File: src/inc/sia_pkg.sv
// Constants for the status interrupt arm and test access block.
// Assumes a 32-bit APB register bus and a single core clock.
package sia_pkg;
  // Printed offsets (test window 0x04, select 0x07) are not all word
  // aligned, so each is kept as an index and the byte address is 4*index.
  localparam logic [7:0] IDX_TEST_DATA = 8'h04;
  localparam logic [7:0] IDX_TEST_SEL = 8'h07;
  localparam logic [7:0] IDX_ARMS = 8'h0F;
  localparam logic [7:0] IDX_STATUS = 8'h10;
  localparam logic [7:0] IDX_MASK = 8'h11;
  localparam logic [7:0] IDX_PINS = 8'h12;
  localparam logic [11:0] ADDR_TEST_DATA = {2'b00, IDX_TEST_DATA, 2'b00};
  localparam logic [11:0] ADDR_TEST_SEL = {2'b00, IDX_TEST_SEL, 2'b00};
  localparam logic [11:0] ADDR_ARMS = {2'b00, IDX_ARMS, 2'b00};
  localparam logic [11:0] ADDR_STATUS = {2'b00, IDX_STATUS, 2'b00};
  localparam logic [11:0] ADDR_MASK = {2'b00, IDX_MASK, 2'b00};
  localparam logic [11:0] ADDR_PINS = {2'b00, IDX_PINS, 2'b00};
  localparam int REG_W = 16;
  localparam int SEL_W = 5;
  localparam int NUM_TEST = 32;
  localparam int NUM_PINS = 6;
  localparam logic [15:0] ARMS_RST = 16'h0000;
  localparam logic [15:0] MASK_RST = 16'h0000;
  localparam logic [15:0] STATUS_RST = 16'h0000;
  localparam logic [4:0] SEL_RST = 5'h00;
  localparam logic [15:0] TEST_RST = 16'h0000;
  localparam logic [5:0] PINS_RST = 6'h3F;
  // Status bit positions; pin i sets status bit 15-2*i, armed by bits
  // 15-2*i (fall) and 14-2*i (rise).
  localparam int ST_RCC_UNDER = 3;
  localparam int ST_DPLL_LOSS = 2;
  localparam int ST_BAUD_SECOND = 1;
  localparam int ST_BAUD_FIRST = 0;
  localparam int PIN_TOP = 15;
  typedef enum logic [1:0] {APB_IDLE, APB_DONE} sia_apb_t;
endpackage

File: src/rtl/sia_edge.sv
// Edge detector with fall and rise arms for one active-low pin.
// Assumes the pin is synchronous to the core clock.
`timescale 1ns/1ps
`default_nettype none
module sia_edge (
  input wire logic CORE_CLK, // Core clock
  input wire logic RST, // Synchronous reset, active high
  input wire logic PIN, // Pin level
  input wire logic FALL_ARM, // Arm for falling transitions
  input wire logic RISE_ARM, // Arm for rising transitions
  output logic HIT // One-cycle armed edge pulse
);
  import sia_pkg::*;
  logic prev_r;
  // Pins idle high, so resetting to one avoids a false rise at start-up
  always_ff @(posedge CORE_CLK) begin
    if (RST) begin
      prev_r <= 1'b1;
    end else begin
      prev_r <= PIN;
    end
  end
  assign HIT = (FALL_ARM & prev_r & ~PIN) | (RISE_ARM & ~prev_r & PIN);
endmodule // sia_edge
`default_nettype wire

File: src/rtl/sia_top.sv
// Status interrupt arming, sticky status, mask and test register window.
// Assumes an APB master on the core clock and pins synchronous to it.
//
// The APB register port is this design's own decision.
`timescale 1ns/1ps
`default_nettype none
module sia_top (
  input wire logic CORE_CLK, // Core clock, 100 MHz
  input wire logic RST, // Synchronous reset, active high
  input wire logic PSEL, // APB select
  input wire logic PENABLE, // APB enable
  input wire logic PWRITE, // APB direction
  input wire logic [11:0] PADDR, // APB byte address
  input wire logic [31:0] PWDATA, // APB write data
  output logic [31:0] PRDATA, // APB read data
  output logic PREADY, // APB ready
  output logic PSLVERR, // APB error for unmapped address
  input wire logic RECEIVE_CLOCK_PIN_N, // Receive clock pin
  input wire logic TRANSMIT_CLOCK_PIN_N, // Transmit clock pin
  input wire logic RECEIVE_DMA_REQUEST_PIN_N, // Receive request pin
  input wire logic TRANSMIT_DMA_REQUEST_PIN_N, // Transmit request pin
  input wire logic CARRIER_DETECT_PIN_N, // Carrier detect pin
  input wire logic CLEAR_TO_SEND_PIN_N, // Clear-to-send pin
  input wire logic RECEIVE_CHAR_COUNT_UNDER, // Count underflow pulse
  input wire logic RECEIVE_CHAR_COUNT_USED, // Count facility in use
  input wire logic BIPHASE_MODE, // Biphase encoding selected
  input wire logic DPLL_SYNC_LOSS, // Loop sync loss pulse
  input wire logic BAUD_GEN_SECOND_ZERO, // Second counter at zero
  input wire logic BAUD_GEN_FIRST_ZERO, // First counter at zero
  output logic IRQ // Level interrupt, high while unmasked status set
);
  import sia_pkg::*;

  logic [15:0] status_interrupt_arms_r;
  logic [15:0] misc_status_latch_r;
  logic [15:0] mask_r;
  logic [SEL_W-1:0] test_select_r;
  logic [REG_W-1:0] test_regs_r [NUM_TEST];
  logic [NUM_PINS-1:0] pins;
  logic [NUM_PINS-1:0] hit;
  logic [15:0] set_nxt;
  logic [15:0] clr_nxt;
  logic [31:0] rdata_nxt;
  logic err_nxt;
  logic access;
  logic wr_en;
  sia_apb_t apb_r;

  function automatic logic mapped(input logic [11:0] a);
    mapped = (a == ADDR_TEST_DATA) || (a == ADDR_TEST_SEL) ||
      (a == ADDR_ARMS) || (a == ADDR_STATUS) || (a == ADDR_MASK) ||
      (a == ADDR_PINS);
  endfunction

  assign pins = {CLEAR_TO_SEND_PIN_N, CARRIER_DETECT_PIN_N,
    TRANSMIT_DMA_REQUEST_PIN_N, RECEIVE_DMA_REQUEST_PIN_N,
    TRANSMIT_CLOCK_PIN_N, RECEIVE_CLOCK_PIN_N};

  // One edge detector per pin, arms taken pairwise from the top
  genvar gi;
  generate
    for (gi = 0; gi < NUM_PINS; gi++) begin : g_pin
      sia_edge u_edge (
        .CORE_CLK(CORE_CLK),
        .RST(RST),
        .PIN(pins[gi]),
        .FALL_ARM(status_interrupt_arms_r[PIN_TOP-2*gi]),
        .RISE_ARM(status_interrupt_arms_r[PIN_TOP-1-2*gi]),
        .HIT(hit[gi])
      );
    end
  endgenerate

  // Access phase of a transfer; the registered ready adds one wait state
  assign access = PSEL & PENABLE & (apb_r == APB_IDLE);
  assign wr_en = access & PWRITE;

  always_comb begin
    set_nxt = '0;
    for (int i = 0; i < NUM_PINS; i++) begin
      set_nxt[PIN_TOP-2*i] = hit[i];
    end
    set_nxt[ST_RCC_UNDER] = status_interrupt_arms_r[ST_RCC_UNDER] &
      RECEIVE_CHAR_COUNT_USED & RECEIVE_CHAR_COUNT_UNDER;
    set_nxt[ST_DPLL_LOSS] = status_interrupt_arms_r[ST_DPLL_LOSS] &
      BIPHASE_MODE & DPLL_SYNC_LOSS;
    set_nxt[ST_BAUD_SECOND] = status_interrupt_arms_r[ST_BAUD_SECOND] &
      BAUD_GEN_SECOND_ZERO;
    set_nxt[ST_BAUD_FIRST] = status_interrupt_arms_r[ST_BAUD_FIRST] &
      BAUD_GEN_FIRST_ZERO;
  end

  always_comb begin
    clr_nxt = '0;
    if (wr_en && PADDR == ADDR_STATUS) begin
      clr_nxt = PWDATA[15:0];
    end
  end

  // Set wins over a write-one-to-clear in the same cycle
  always_ff @(posedge CORE_CLK) begin
    if (RST) begin
      misc_status_latch_r <= STATUS_RST;
    end else begin
      misc_status_latch_r <= (misc_status_latch_r & ~clr_nxt) | set_nxt;
    end
  end

  always_ff @(posedge CORE_CLK) begin
    if (RST) begin
      status_interrupt_arms_r <= ARMS_RST;
    end else if (wr_en && PADDR == ADDR_ARMS) begin
      status_interrupt_arms_r <= PWDATA[15:0];
    end
  end

  always_ff @(posedge CORE_CLK) begin
    if (RST) begin
      mask_r <= MASK_RST;
    end else if (wr_en && PADDR == ADDR_MASK) begin
      mask_r <= PWDATA[15:0];
    end
  end

  always_ff @(posedge CORE_CLK) begin
    if (RST) begin
      test_select_r <= SEL_RST;
    end else if (wr_en && PADDR == ADDR_TEST_SEL) begin
      test_select_r <= PWDATA[SEL_W-1:0];
    end
  end

  // Test registers held as an array, reached only through the window
  always_ff @(posedge CORE_CLK) begin
    if (RST) begin
      for (int i = 0; i < NUM_TEST; i++) begin
        test_regs_r[i] <= TEST_RST;
      end
    end else if (wr_en && PADDR == ADDR_TEST_DATA) begin
      test_regs_r[test_select_r] <= PWDATA[15:0];
    end
  end

  always_comb begin
    rdata_nxt = '0;
    unique case (PADDR)
      ADDR_TEST_DATA: rdata_nxt[15:0] = test_regs_r[test_select_r];
      ADDR_TEST_SEL: rdata_nxt[SEL_W-1:0] = test_select_r;
      ADDR_ARMS: rdata_nxt[15:0] = status_interrupt_arms_r;
      ADDR_STATUS: rdata_nxt[15:0] = misc_status_latch_r;
      ADDR_MASK: rdata_nxt[15:0] = mask_r;
      ADDR_PINS: rdata_nxt[NUM_PINS-1:0] = pins;
      default: rdata_nxt = '0;
    endcase
  end

  assign err_nxt = ~mapped(PADDR);

  // Ready is registered: one wait state, then a single ready cycle
  always_ff @(posedge CORE_CLK) begin
    if (RST) begin
      apb_r <= APB_IDLE;
    end else begin
      unique case (apb_r)
        APB_IDLE: apb_r <= (PSEL && PENABLE) ? APB_DONE : APB_IDLE;
        APB_DONE: apb_r <= APB_IDLE;
      endcase
    end
  end

  always_ff @(posedge CORE_CLK) begin
    if (RST) begin
      PREADY <= 1'b0;
      PSLVERR <= 1'b0;
      PRDATA <= '0;
    end else begin
      PREADY <= access;
      PSLVERR <= access & err_nxt;
      PRDATA <= (access && !PWRITE) ? rdata_nxt : '0;
    end
  end

  always_ff @(posedge CORE_CLK) begin
    if (RST) begin
      IRQ <= 1'b0;
    end else begin
      IRQ <= |(misc_status_latch_r & mask_r);
    end
  end
endmodule // sia_top
`default_nettype wire

File: config.mk
export PLATFORM = sky130hd
export DESIGN_NAME = sia_top
export DESIGN_NICKNAME = d
export VERILOG_FILES = /design/src/inc/sia_pkg.sv /design/src/rtl/sia_edge.sv /design/src/rtl/sia_top.sv
export SDC_FILE = /design/constraint.sdc
export NUM_CORES = 1
export LEC_CHECK = 0
export CORE_MARGIN = 4
export CORE_UTILIZATION = 60
export CTS_BUF_LIST = sky130_fd_sc_hd__clkbuf_4
export CTS_CLUSTER_SIZE = 28
export DETAILED_ROUTE_END_ITERATION = 12
export DONT_BUFFER_PORTS = 1
export PLACE_DENSITY_LB_ADDON = 0.25
export SETUP_SLACK_MARGIN = 0.05
export SLEW_MARGIN = 10
export SYNTH_ARGS = -nofsm -noshare
export SYNTH_HDL_FRONTEND = slang
export SYNTH_HIERARCHICAL = 1
export SYNTH_SLANG_ARGS = --single-unit
File: constraint.sdc
create_clock -name CORE_CLK -period 3.42 [get_ports CORE_CLK]
set_input_delay 0.342 -clock CORE_CLK [delete_from_list [all_inputs] [get_ports CORE_CLK]]
set_output_delay 0.342 -clock CORE_CLK [all_outputs]
set_load 0.05 [all_outputs]
# Yosys cells after proc, flatten, opt, wreduce, memory -nomap -nowiden
# Memory sizes are Yosys's and may differ from the RTL's. A register that Yosys moved wholly into a read port is not among the register bits.
# Cells that the tools add are included.
[word_totals]
reg_bits = 96
ram_bits = 512
input_bits = 61
output_inout_bits = 35
elab_cells = 115
n_memories = 1
[mem_list]
columns = ["name", "words", "width", "read_ports", "rd_clocked_by_memory_dff", "wr", "line_no", "rtl"]
rows = [
  ["test_regs_r", 32, 16, 1, 1, 32, "sia_top.sv:38", "logic [REG_W-1:0] test_regs_r [NUM_TEST];"],
]
[op_classes]
n_eq_ne = 7
mux = 16
bitwise = 58
n_reduce_logical = 17
[ops]
columns = ["cell", "n"]
rows = [
  ["one-hot mux 10 bit (4 select lines)", 1],
  ["== test 12 x 7 -> 1 bit (second input constant)", 3],
  ["AND 1 bit", 34],
  ["AND 16 bit", 2],
  ["2-to-1 mux 16 bit", 2],
  ["OR reduction 16 bit", 2],
  ["one-hot mux 5 bit (6 select lines)", 1],
  ["== test 12 x 5 -> 1 bit (second input constant)", 2],
  ["NOT 16 bit", 1],
  ["bitwise OR 16 bit", 1],
  ["2-to-1 mux 5 bit", 3],
  ["NOT 1 bit", 14],
  ["== test 12 x 6 -> 1 bit (second input constant)", 1],
  ["logical AND 1 bit", 7],
  ["2-to-1 mux 1 bit", 7],
  ["bitwise OR 1 bit", 6],
  ["logical OR 1 bit", 5],
  ["one-hot mux 1 bit (5 select lines)", 1],
  ["one-hot mux 2 bit (2 select lines)", 1],
  ["== test 2 x 1 -> 1 bit (second input constant)", 1],
  ["zero test 2 bit", 1],
  ["OR reduction 2 bit", 1],
  ["zero test 1 bit", 1],
]

# Depth between registers and ports, before layout
# Gate-level depths: netlist (run 1).
[logic_depth]
depth_word = 9
ltp_mapped = 9
depth_no_buf = 5

# By module
# Netlist (run 1), hierarchy kept.
[modules_own_cells]
columns = ["mod", "instances", "cells_each", "area_per_inst_um2", "seq_area_each_um2"]
rows = [
  ["sia_top", 1, 1957, 27174.8, 16936.2],
  ["sia_edge", 6, 5, 40.0, 20.0],
]

# Least setup slack after synthesis (run 1)
# OpenSTA, ideal clock, no wires.
[synth_timing]
path_type = "input to register"
start = "input port PADDR[9]"
end = "memory test_regs_r[15][0], enable pin"
setup_ns = 0.334
arrival_ns = 2.142
required_time_ns = 3.086
setup_slack_ns = 0.945
cell_stages = 6
n_path_buf = 1
cell_sequence = "or4_4 > nor4_4 > nand4_2 > buf_4 > nor3_2 > or2_2"
[synth_lines]
columns = ["element", "line_no", "rtl"]
rows = [
  ["from (decl)", "sia_top.sv:13", "input wire logic [11:0] PADDR,"],
  ["to (decl)", "sia_top.sv:38", ""],
]

# Worst setup path after layout (run 1)
[layout_timing]
start = "input port PENABLE"
end = "register status_interrupt_arms_r[15]"
[layout_between]
elab_chain_cells = 4
[layout_rtl]
columns = ["element", "line_no", "rtl"]
rows = [
  ["from (decl)", "sia_top.sv:11", "input wire logic PENABLE,"],
  ["AND 1 bit (2 in a row)", "sia_top.sv:75", "assign access = PSEL & PENABLE & (apb_r == APB_IDLE);"],
  ["AND 1 bit", "sia_top.sv:76", "assign wr_en = access & PWRITE;"],
  ["logical AND 1 bit", "sia_top.sv:112", "end else if (wr_en && PADDR == ADDR_ARMS) begin"],
  ["to (signal assigned)", "sia_top.sv:113", "status_interrupt_arms_r <= PWDATA[15:0];"],
  ["to (decl)", "sia_top.sv:34", "logic [15:0] status_interrupt_arms_r;"],
]
# No other way between the ends.
# A chain may end at the register's enable or synchronous reset.

==> impl_metrics.yaml, run 1 <==
status:
  status: "complete, no violations"
placement:
  place_congestion: 0.904
  portBuffers: 0
  dpl.hpwl_um: 45600
  dp.cells: 2453
  pre_cts_slack_ps: 478
  dpl_cell_area_mm2: 0.0279
die:
  die-area_mm2: 0.0492
  initial_core_util: 0.605
  die_height_um: 222
  ios: 96
  die_width_um: 222
  core-area_mm2: 0.0453
  rows: 78
grt:
  grt.overflow.total: 0
  grt_antenna_before_repair: 7
  grt_pass1_vias: 18400
  track_usage: 0.312
  grt_max_degree: 94
  grt_pass1_wl_um: 115000
synth:
  synth_top_area_share: 0.561
  synth_seq_cells: 596
  synth_ff_type: "edfxtp_1"
  yosysUniqueCellTypes: 63
  syn_area_mm2: 0.0274
  synthCells: 1987
  seq_area_frac_synth: 0.622
  post_synth.cell_area_avg_um2: 13.8
  synthArstFlopShare: 0
  yosysTopAreaCell: "edfxtp_1"
  ys_warn_count: 6
  yosys-top-cells-area: "edfxtp_1, mux4_2, and2_1, dfxtp_1, nor4_1"
  synth-edff-count: 512
sta:
  slew-limit-headroom: 0.177
  period_needed_ps: 3270
  rsz0062_at_grt: "false"
  setup_viol: 0
  hold_violations: 0
  fin_ws_ps: 146
  drv_slew: 0
  final.setup.tns_ps: 0
  period_share: 0.957
  finalClockSkew_ps: 61.2
  fmax_ghz: 0.305
  worst_slew_pin_slew_ps: 1230
cts:
  cts_tree: "yes"
  clk_pin_slew_ps: 70
  clock-root-buffer: "clkbuf_4"
  ctsLongestPathBuffers: 3
  clock-sinks: 596
  cts-resized-gates: 0
  numCtsBuffers: 153
  htreeDepth: 4
  worstSkewPairLatency_ps: 1020
finish:
  final_common_cell: "edfxtp_1"
  layout-drive-gt1-share: 0.243
  nFillCells: 3087
  layout.nets: 2160
  final_cell_mix: "edfxtp_1, and2_1, clkbuf_4"
  stdcell_count: 2811
  fin_area_mm2: 0.0310
  post-route-util: 0.686
  syn2layout_area_growth_pct: 13.2
setup_path:
  reg2reg_slack_ps: 400
  crit_type: "in2reg"
  worstSetupStartpoint: "PENABLE"
  crit_path_start_kind: "primary input"
  ff2ff_path_depth: 7
  worst_path_largest_cell_delay_ps: 660
  cp_cell_sequence: "dlygate4sd3_1 -> nand2_1 -> dlygate4sd3_1 -> nor3b_1 -> buf_4 -> and2_1 -> nand2_1 -> dlygate4sd3_1 -> a21oi_1 -> dlygate4sd3_1"
  cpMostUsedCell: "dlygate4sd3_1"
  endpoint: "status_interrupt_arms_r[15]$_SDFFE_PP0P_"
  cp_max_fo: 16
  crit_path_top_delay_cell: "and2_1"
  r2r-end: "status_interrupt_arms_r[15]$_SDFFE_PP0P_"
  critPathArrivalTime_ps: 4210
  r2r-start: "apb_r[0]$_SDFF_PP0_"
  cp-end-kind: "flop"
  required_ps: 4360
detailed_routing:
  drt-total-wl_um: 76300
  vias: 18400
  via_per_inst: 6.55
  drc: 0
  drtIter0Drc: 2506
  first_pass_iters: 5
  wire_per_inst_um: 27.1
  antenna_left: 0
power_and_ir_drop:
  ir_worst_vdd_uv: 292
  pwr-share-clk: 0.426
  p_seq_frac: 0.534
  p_sw_w: 0.00348
  powerDensity_mw_per_mm2: 493
  p_leak_nw: 10.9
  comb_power_share: 0.040
  p_int_w: 0.0118
  swShare: 0.227
worst_hold_path:
  hold_path.startpoint: "PADDR[2]"
  hp-class: "in2reg"
flow_run:
  drv_cap: 0
-- repair_timing --
item	4_1_cts	5_1_grt
hold buffers	91	0
hold endpoints to repair	1071	0
setup buffers	0	0
endpoints found under the setup margin	0	0
-- power groups by stage --
stage / logic (W) / registers, W / clock network, W
after floorplan: 0.000347 / 0.00829 / 0
after global placement: 0.000396 / 0.00831 / 0
after detailed placement: 0.000402 / 0.00832 / 0
after CTS: 0.000608 / 0.00817 / 0.00657
after global routing: 0.000645 / 0.00818 / 0.00699
final: 0.000620 / 0.00817 / 0.00652
-- worst min-delay path by stage --
stage / to / slack (ps) / cells after the start
floorplan: misc_status_latch_r[12]$_SDFF_PP0_ / 440 / 2
global placement: status_interrupt_arms_r[5]$_SDFFE_PP0P_ / 420 / 1
detailed placement: status_interrupt_arms_r[5]$_SDFFE_PP0P_ / 430 / 1
CTS: flop / 2 / 5
global route: PRDATA[5]$_SDFF_PP0_ / 40 / 3
finish: test_regs_r[18][2]$_SDFFCE_PN0P_ / 70 / 4
-- state kept, by name (all words and copies together), names as in the netlist, named ones only --
register / flops
IRQ: 1
test_select_r: 5
PSLVERR: 1
test_regs_r: 512
PRDATA: 16
mask_r: 16
apb_r: 1
status_interrupt_arms_r: 16
PREADY: 1
misc_status_latch_r: 16
g_pin.u_edge/prev_r: 6
-- final cells by class --
cell class              instances  area (um^2)  share of cell area
flip-flops and latches        596        17100               0.550
multi-input cells            1176         9440               0.304
clock buffers                 234         1760              0.0566
repair buffers                164         1680              0.0542
well taps                     600          751              0.0242
clock inverters                28          303             0.00975
inverters                       8         30.0            0.000967
diodes                          5         12.5            0.000403
-- cells in the mapped netlist (all sizes together), types with 3 or more instances --
library cell,n
mux2i,52
a2111oi,4
a221o,18
a21oi,52
mux2,8
nor2b,7
nand3,14
or2,39
o31ai,3
a222oi,4
nor2,25
o221ai,4
o21ai,12
clkbuf,158
a221oi,3
o22ai,17
dfxtp,84
nand2b,11
nand4,14
a22o,3
a31oi,8
nand2,104
buf,64
nor3,38
o221a,4
or3,3
inv,6
and2,400
o32ai,3
a22oi,9
nor4,131
nand3b,3
a211oi,12
nor3b,3
mux4,120
and3,13
edfxtp,512
-- worst max-delay path, delay by kind of cell --
family	cells	cell delay, ps
AO/OA/AOI/OAI	1	150
AND/OR/NAND/NOR	4	1130
buffers and inverters	5	2590
-- through the flow --
stage	hold WS [ps]	power, W
after floorplan	435	0.00863
after global placement	420	0.00870
after detailed placement	426	0.00873
after CTS	2.38	0.0153
after global routing	40.8	0.0158
final	66.5	0.0153
-- cells by family after synthesis --
family	after synthesis	share of synthesized area
AOI/OAI and AO/OA	165	0.0419
buffers and inverters	230	0.0363
DFF	596	0.622
muxes	180	0.121
other	1	0.000137
and+or+nand+nor	815	0.179
-- layer usage --
| metal | share of wire | wire length, um | GRT usage | vias to the layer above |
|---|---|---|---|---|
| li1 | - | - | - | 7801 |
| met1 | 0.38 | 28900 | 0.424 | 9176 |
| met2 | 0.46 | 34800 | 0.468 | 1232 |
| met3 | 0.12 | 9380 | 0.101 | 206 |
| met4 | 0.042 | 3200 | 0.137 | 2 |
| met5 | 0.00017 | 13 | 0 | - |
Note: power is estimated with default switching activity, not from simulation.
==> inputs of run 2 (changes only) <==
--- a/config.mk
+++ b/config.mk
@@ -11,7 +11,7 @@
 export CTS_CLUSTER_SIZE = 28
 export DETAILED_ROUTE_END_ITERATION = 12
 export DONT_BUFFER_PORTS = 1
-export PLACE_DENSITY_LB_ADDON = 0.25
+export PLACE_DENSITY = 0.8
 export SETUP_SLACK_MARGIN = 0.05
 export SLEW_MARGIN = 10
 export SYNTH_ARGS = -nofsm -noshare
==> run 2 against run 1 <==
  * Clock power fell by 7.2%
  * Global-route usage rose by 0.43 points
  * Maximum frequency fell by 3.1%
  * Critical endpoint is now status_interrupt_arms_r[9]$_SDFFE_PP0P_
  * Sequential power barely moved
  * Routed wire length rose by 2.2%
==> impl_metrics.yaml, run 2 (synthesis gave the netlist of run 1 again) <==
cts:
  htreeDepth: 4
  worstSkewPairLatency_ps: 1000
  clk_pin_slew_ps: 70
  numCtsBuffers: 148
  clock-root-buffer: "clkbuf_4"
  cts_tree: "yes"
  clock-sinks: 596
  ctsLongestPathBuffers: 3
detailed_routing:
  via_per_inst: 6.65
  drc: 0
  first_pass_iters: 7
  drtIter0Drc: 3063
  wire_per_inst_um: 27.6
  vias: 18800
  antenna_left: 0
  drt-total-wl_um: 78000
sta:
  final.setup.tns_ps: 0
  finalClockSkew_ps: 71.5
  fmax_ghz: 0.296
  drv_slew: 0
  period_needed_ps: 3380
  rsz0062_at_grt: "true"
  hold_violations: 0
  setup_viol: 0
  period_share: 0.988
  slew-limit-headroom: 0.168
  worst_slew_pin_slew_ps: 1250
setup_path:
  worstSetupStartpoint: "PADDR[3]"
  ff2ff_path_depth: 9
  critPathArrivalTime_ps: 4320
  reg2reg_slack_ps: 120
  crit_type: "in2reg"
  r2r-start: "apb_r[0]$_SDFF_PP0_"
  cp-end-kind: "flop"
  endpoint: "status_interrupt_arms_r[9]$_SDFFE_PP0P_"
  cp_max_fo: 16
  r2r-end: "test_regs_r[9][4]$_SDFFCE_PN0P_"
  crit_path_start_kind: "primary input"
  required_ps: 4360
finish:
  multi_input_area_mm2: 0.00948
  nFillCells: 2930
  layout.nets: 2183
  syn2layout_area_growth_pct: 13.5
  stdcell_count: 2831
  layout-drive-gt1-share: 0.238
  final_cell_mix: "edfxtp_1, and2_1, clkbuf_4"
  final_common_cell: "edfxtp_1"
  regArea_mm2: 0.0171
  largest_register_ffs: 512
  post-route-util: 0.687
  top_register: "test_regs_r"
placement:
  dp.cells: 2464
  dpl.hpwl_um: 46600
  portBuffers: 0
  place_congestion: 0.951
die:
  die-area_mm2: 0.0492
  die_height_um: 222
  core-area_mm2: 0.0453
  die_width_um: 222
  rows: 78
  initial_core_util: 0.605
  ios: 96
grt:
  track_usage: 0.316
  grt.overflow.total: 0
  grt_pass1_vias: 18800
  grt_pass1_wl_um: 117000
  grt_antenna_before_repair: 4
  grt_max_degree: 94
power_and_ir_drop:
  powerDensity_mw_per_mm2: 478
  ir_worst_vdd_uv: 355
  p_leak_nw: 10.9
status:
  status: "complete, no violations"
worst_hold_path:
  hp-class: "in2reg"
flow_run:
  drv_cap: 0
## run 2: cell types whose count changed in the layout (fill, tap and decap cells not counted), sizes merged, moves of 3 or more
cell         delta
dlygate4sd3    +17
inv             +7
clkinv          +9
clkinvlp        -5
buf            +11
bufinv          -3
clkbuf         -17
## run 2: metrics by stage
step / area (um^2) / total power, W / setup WS [ps] / hold slack (ps)
4_1_cts: 31100 / 0.0149 / 122 / 0.142
3_3_place_gp: 28000 / 0.00870 / 488 / 420
3_5_place_dp: 28000 / 0.00873 / 386 / 423
5_1_grt: 31100 / 0.0154 / 41.1 / 62.4
2_1_floorplan: 27500 / 0.00863 / 945 / 435
6_report: 31100 / 0.0149 / 42.4 / 122
## run 2: cell type report
class	count	share of cell area
Timing Repair Buffer	192	0.0610
Sequential cell	596	0.549
Inverter	8	0.000965
Clock inverter	36	0.00772
Antenna cell	6	0.000483
Tap cell	600	0.0241
Clock buffer	217	0.0524
Multi-Input combinational cell	1176	0.305
## run 2: per-layer routing
layer  up-vias  part of all wire  GRT usage
met2      1536              0.45      0.472
met4         2             0.049      0.149
li1       7828                 -          -
met3       259              0.14      0.106
met1      9206              0.36      0.425
met5         -           0.00019          0
## run 2: critical path, stage by stage
cell and delay, ps:
dlygate4sd3_1 930, and4b_1 330, and4_1 210, buf_4 250
and2_1 680, nand2_1 150, dlygate4sd3_1 590, a21oi_1 210
dlygate4sd3_1 600
## run 2: worst min-delay path by stage
stage	cells past startpoint	slack, ps	from	endpoint
after detailed placement	1	420	RST	status_interrupt_arms_r[5]$_SDFFE_PP0P_
after global placement	1	420	RST	status_interrupt_arms_r[5]$_SDFFE_PP0P_
after global routing	2	60	CLEAR_TO_SEND_PIN_N	g_pin[5].u_edge/prev_r$_SDFF_PP1_
after CTS	2	0.1	RECEIVE_CLOCK_PIN_N	g_pin[0].u_edge/prev_r$_SDFF_PP1_
after floorplan	2	440	misc_status_latch_r[12]$_SDFF_PP0_	misc_status_latch_r[12]$_SDFF_PP0_
final	4	120	PADDR[2]	PRDATA[3]$_SDFF_PP0_
## run 2: what timing repair did
item                                    in CTS  in global routing
endpoints found under the setup margin       0                227
hold endpoints to repair                  1020                  0
setup buffers                                0                  0
gates resized for setup                      0                 18
hold buffers                               108                  0
## run 2: report_power, final
group	internal [W]	leakage (nW)	total [W]	switching, W
combinational	0.000190	3.94	0.000640	0.000449
clock	0.00313	1.12	0.00605	0.00292
sequential	0.00809	5.87	0.00817	0.0000827
total	0.0114	10.9	0.0149	0.00345
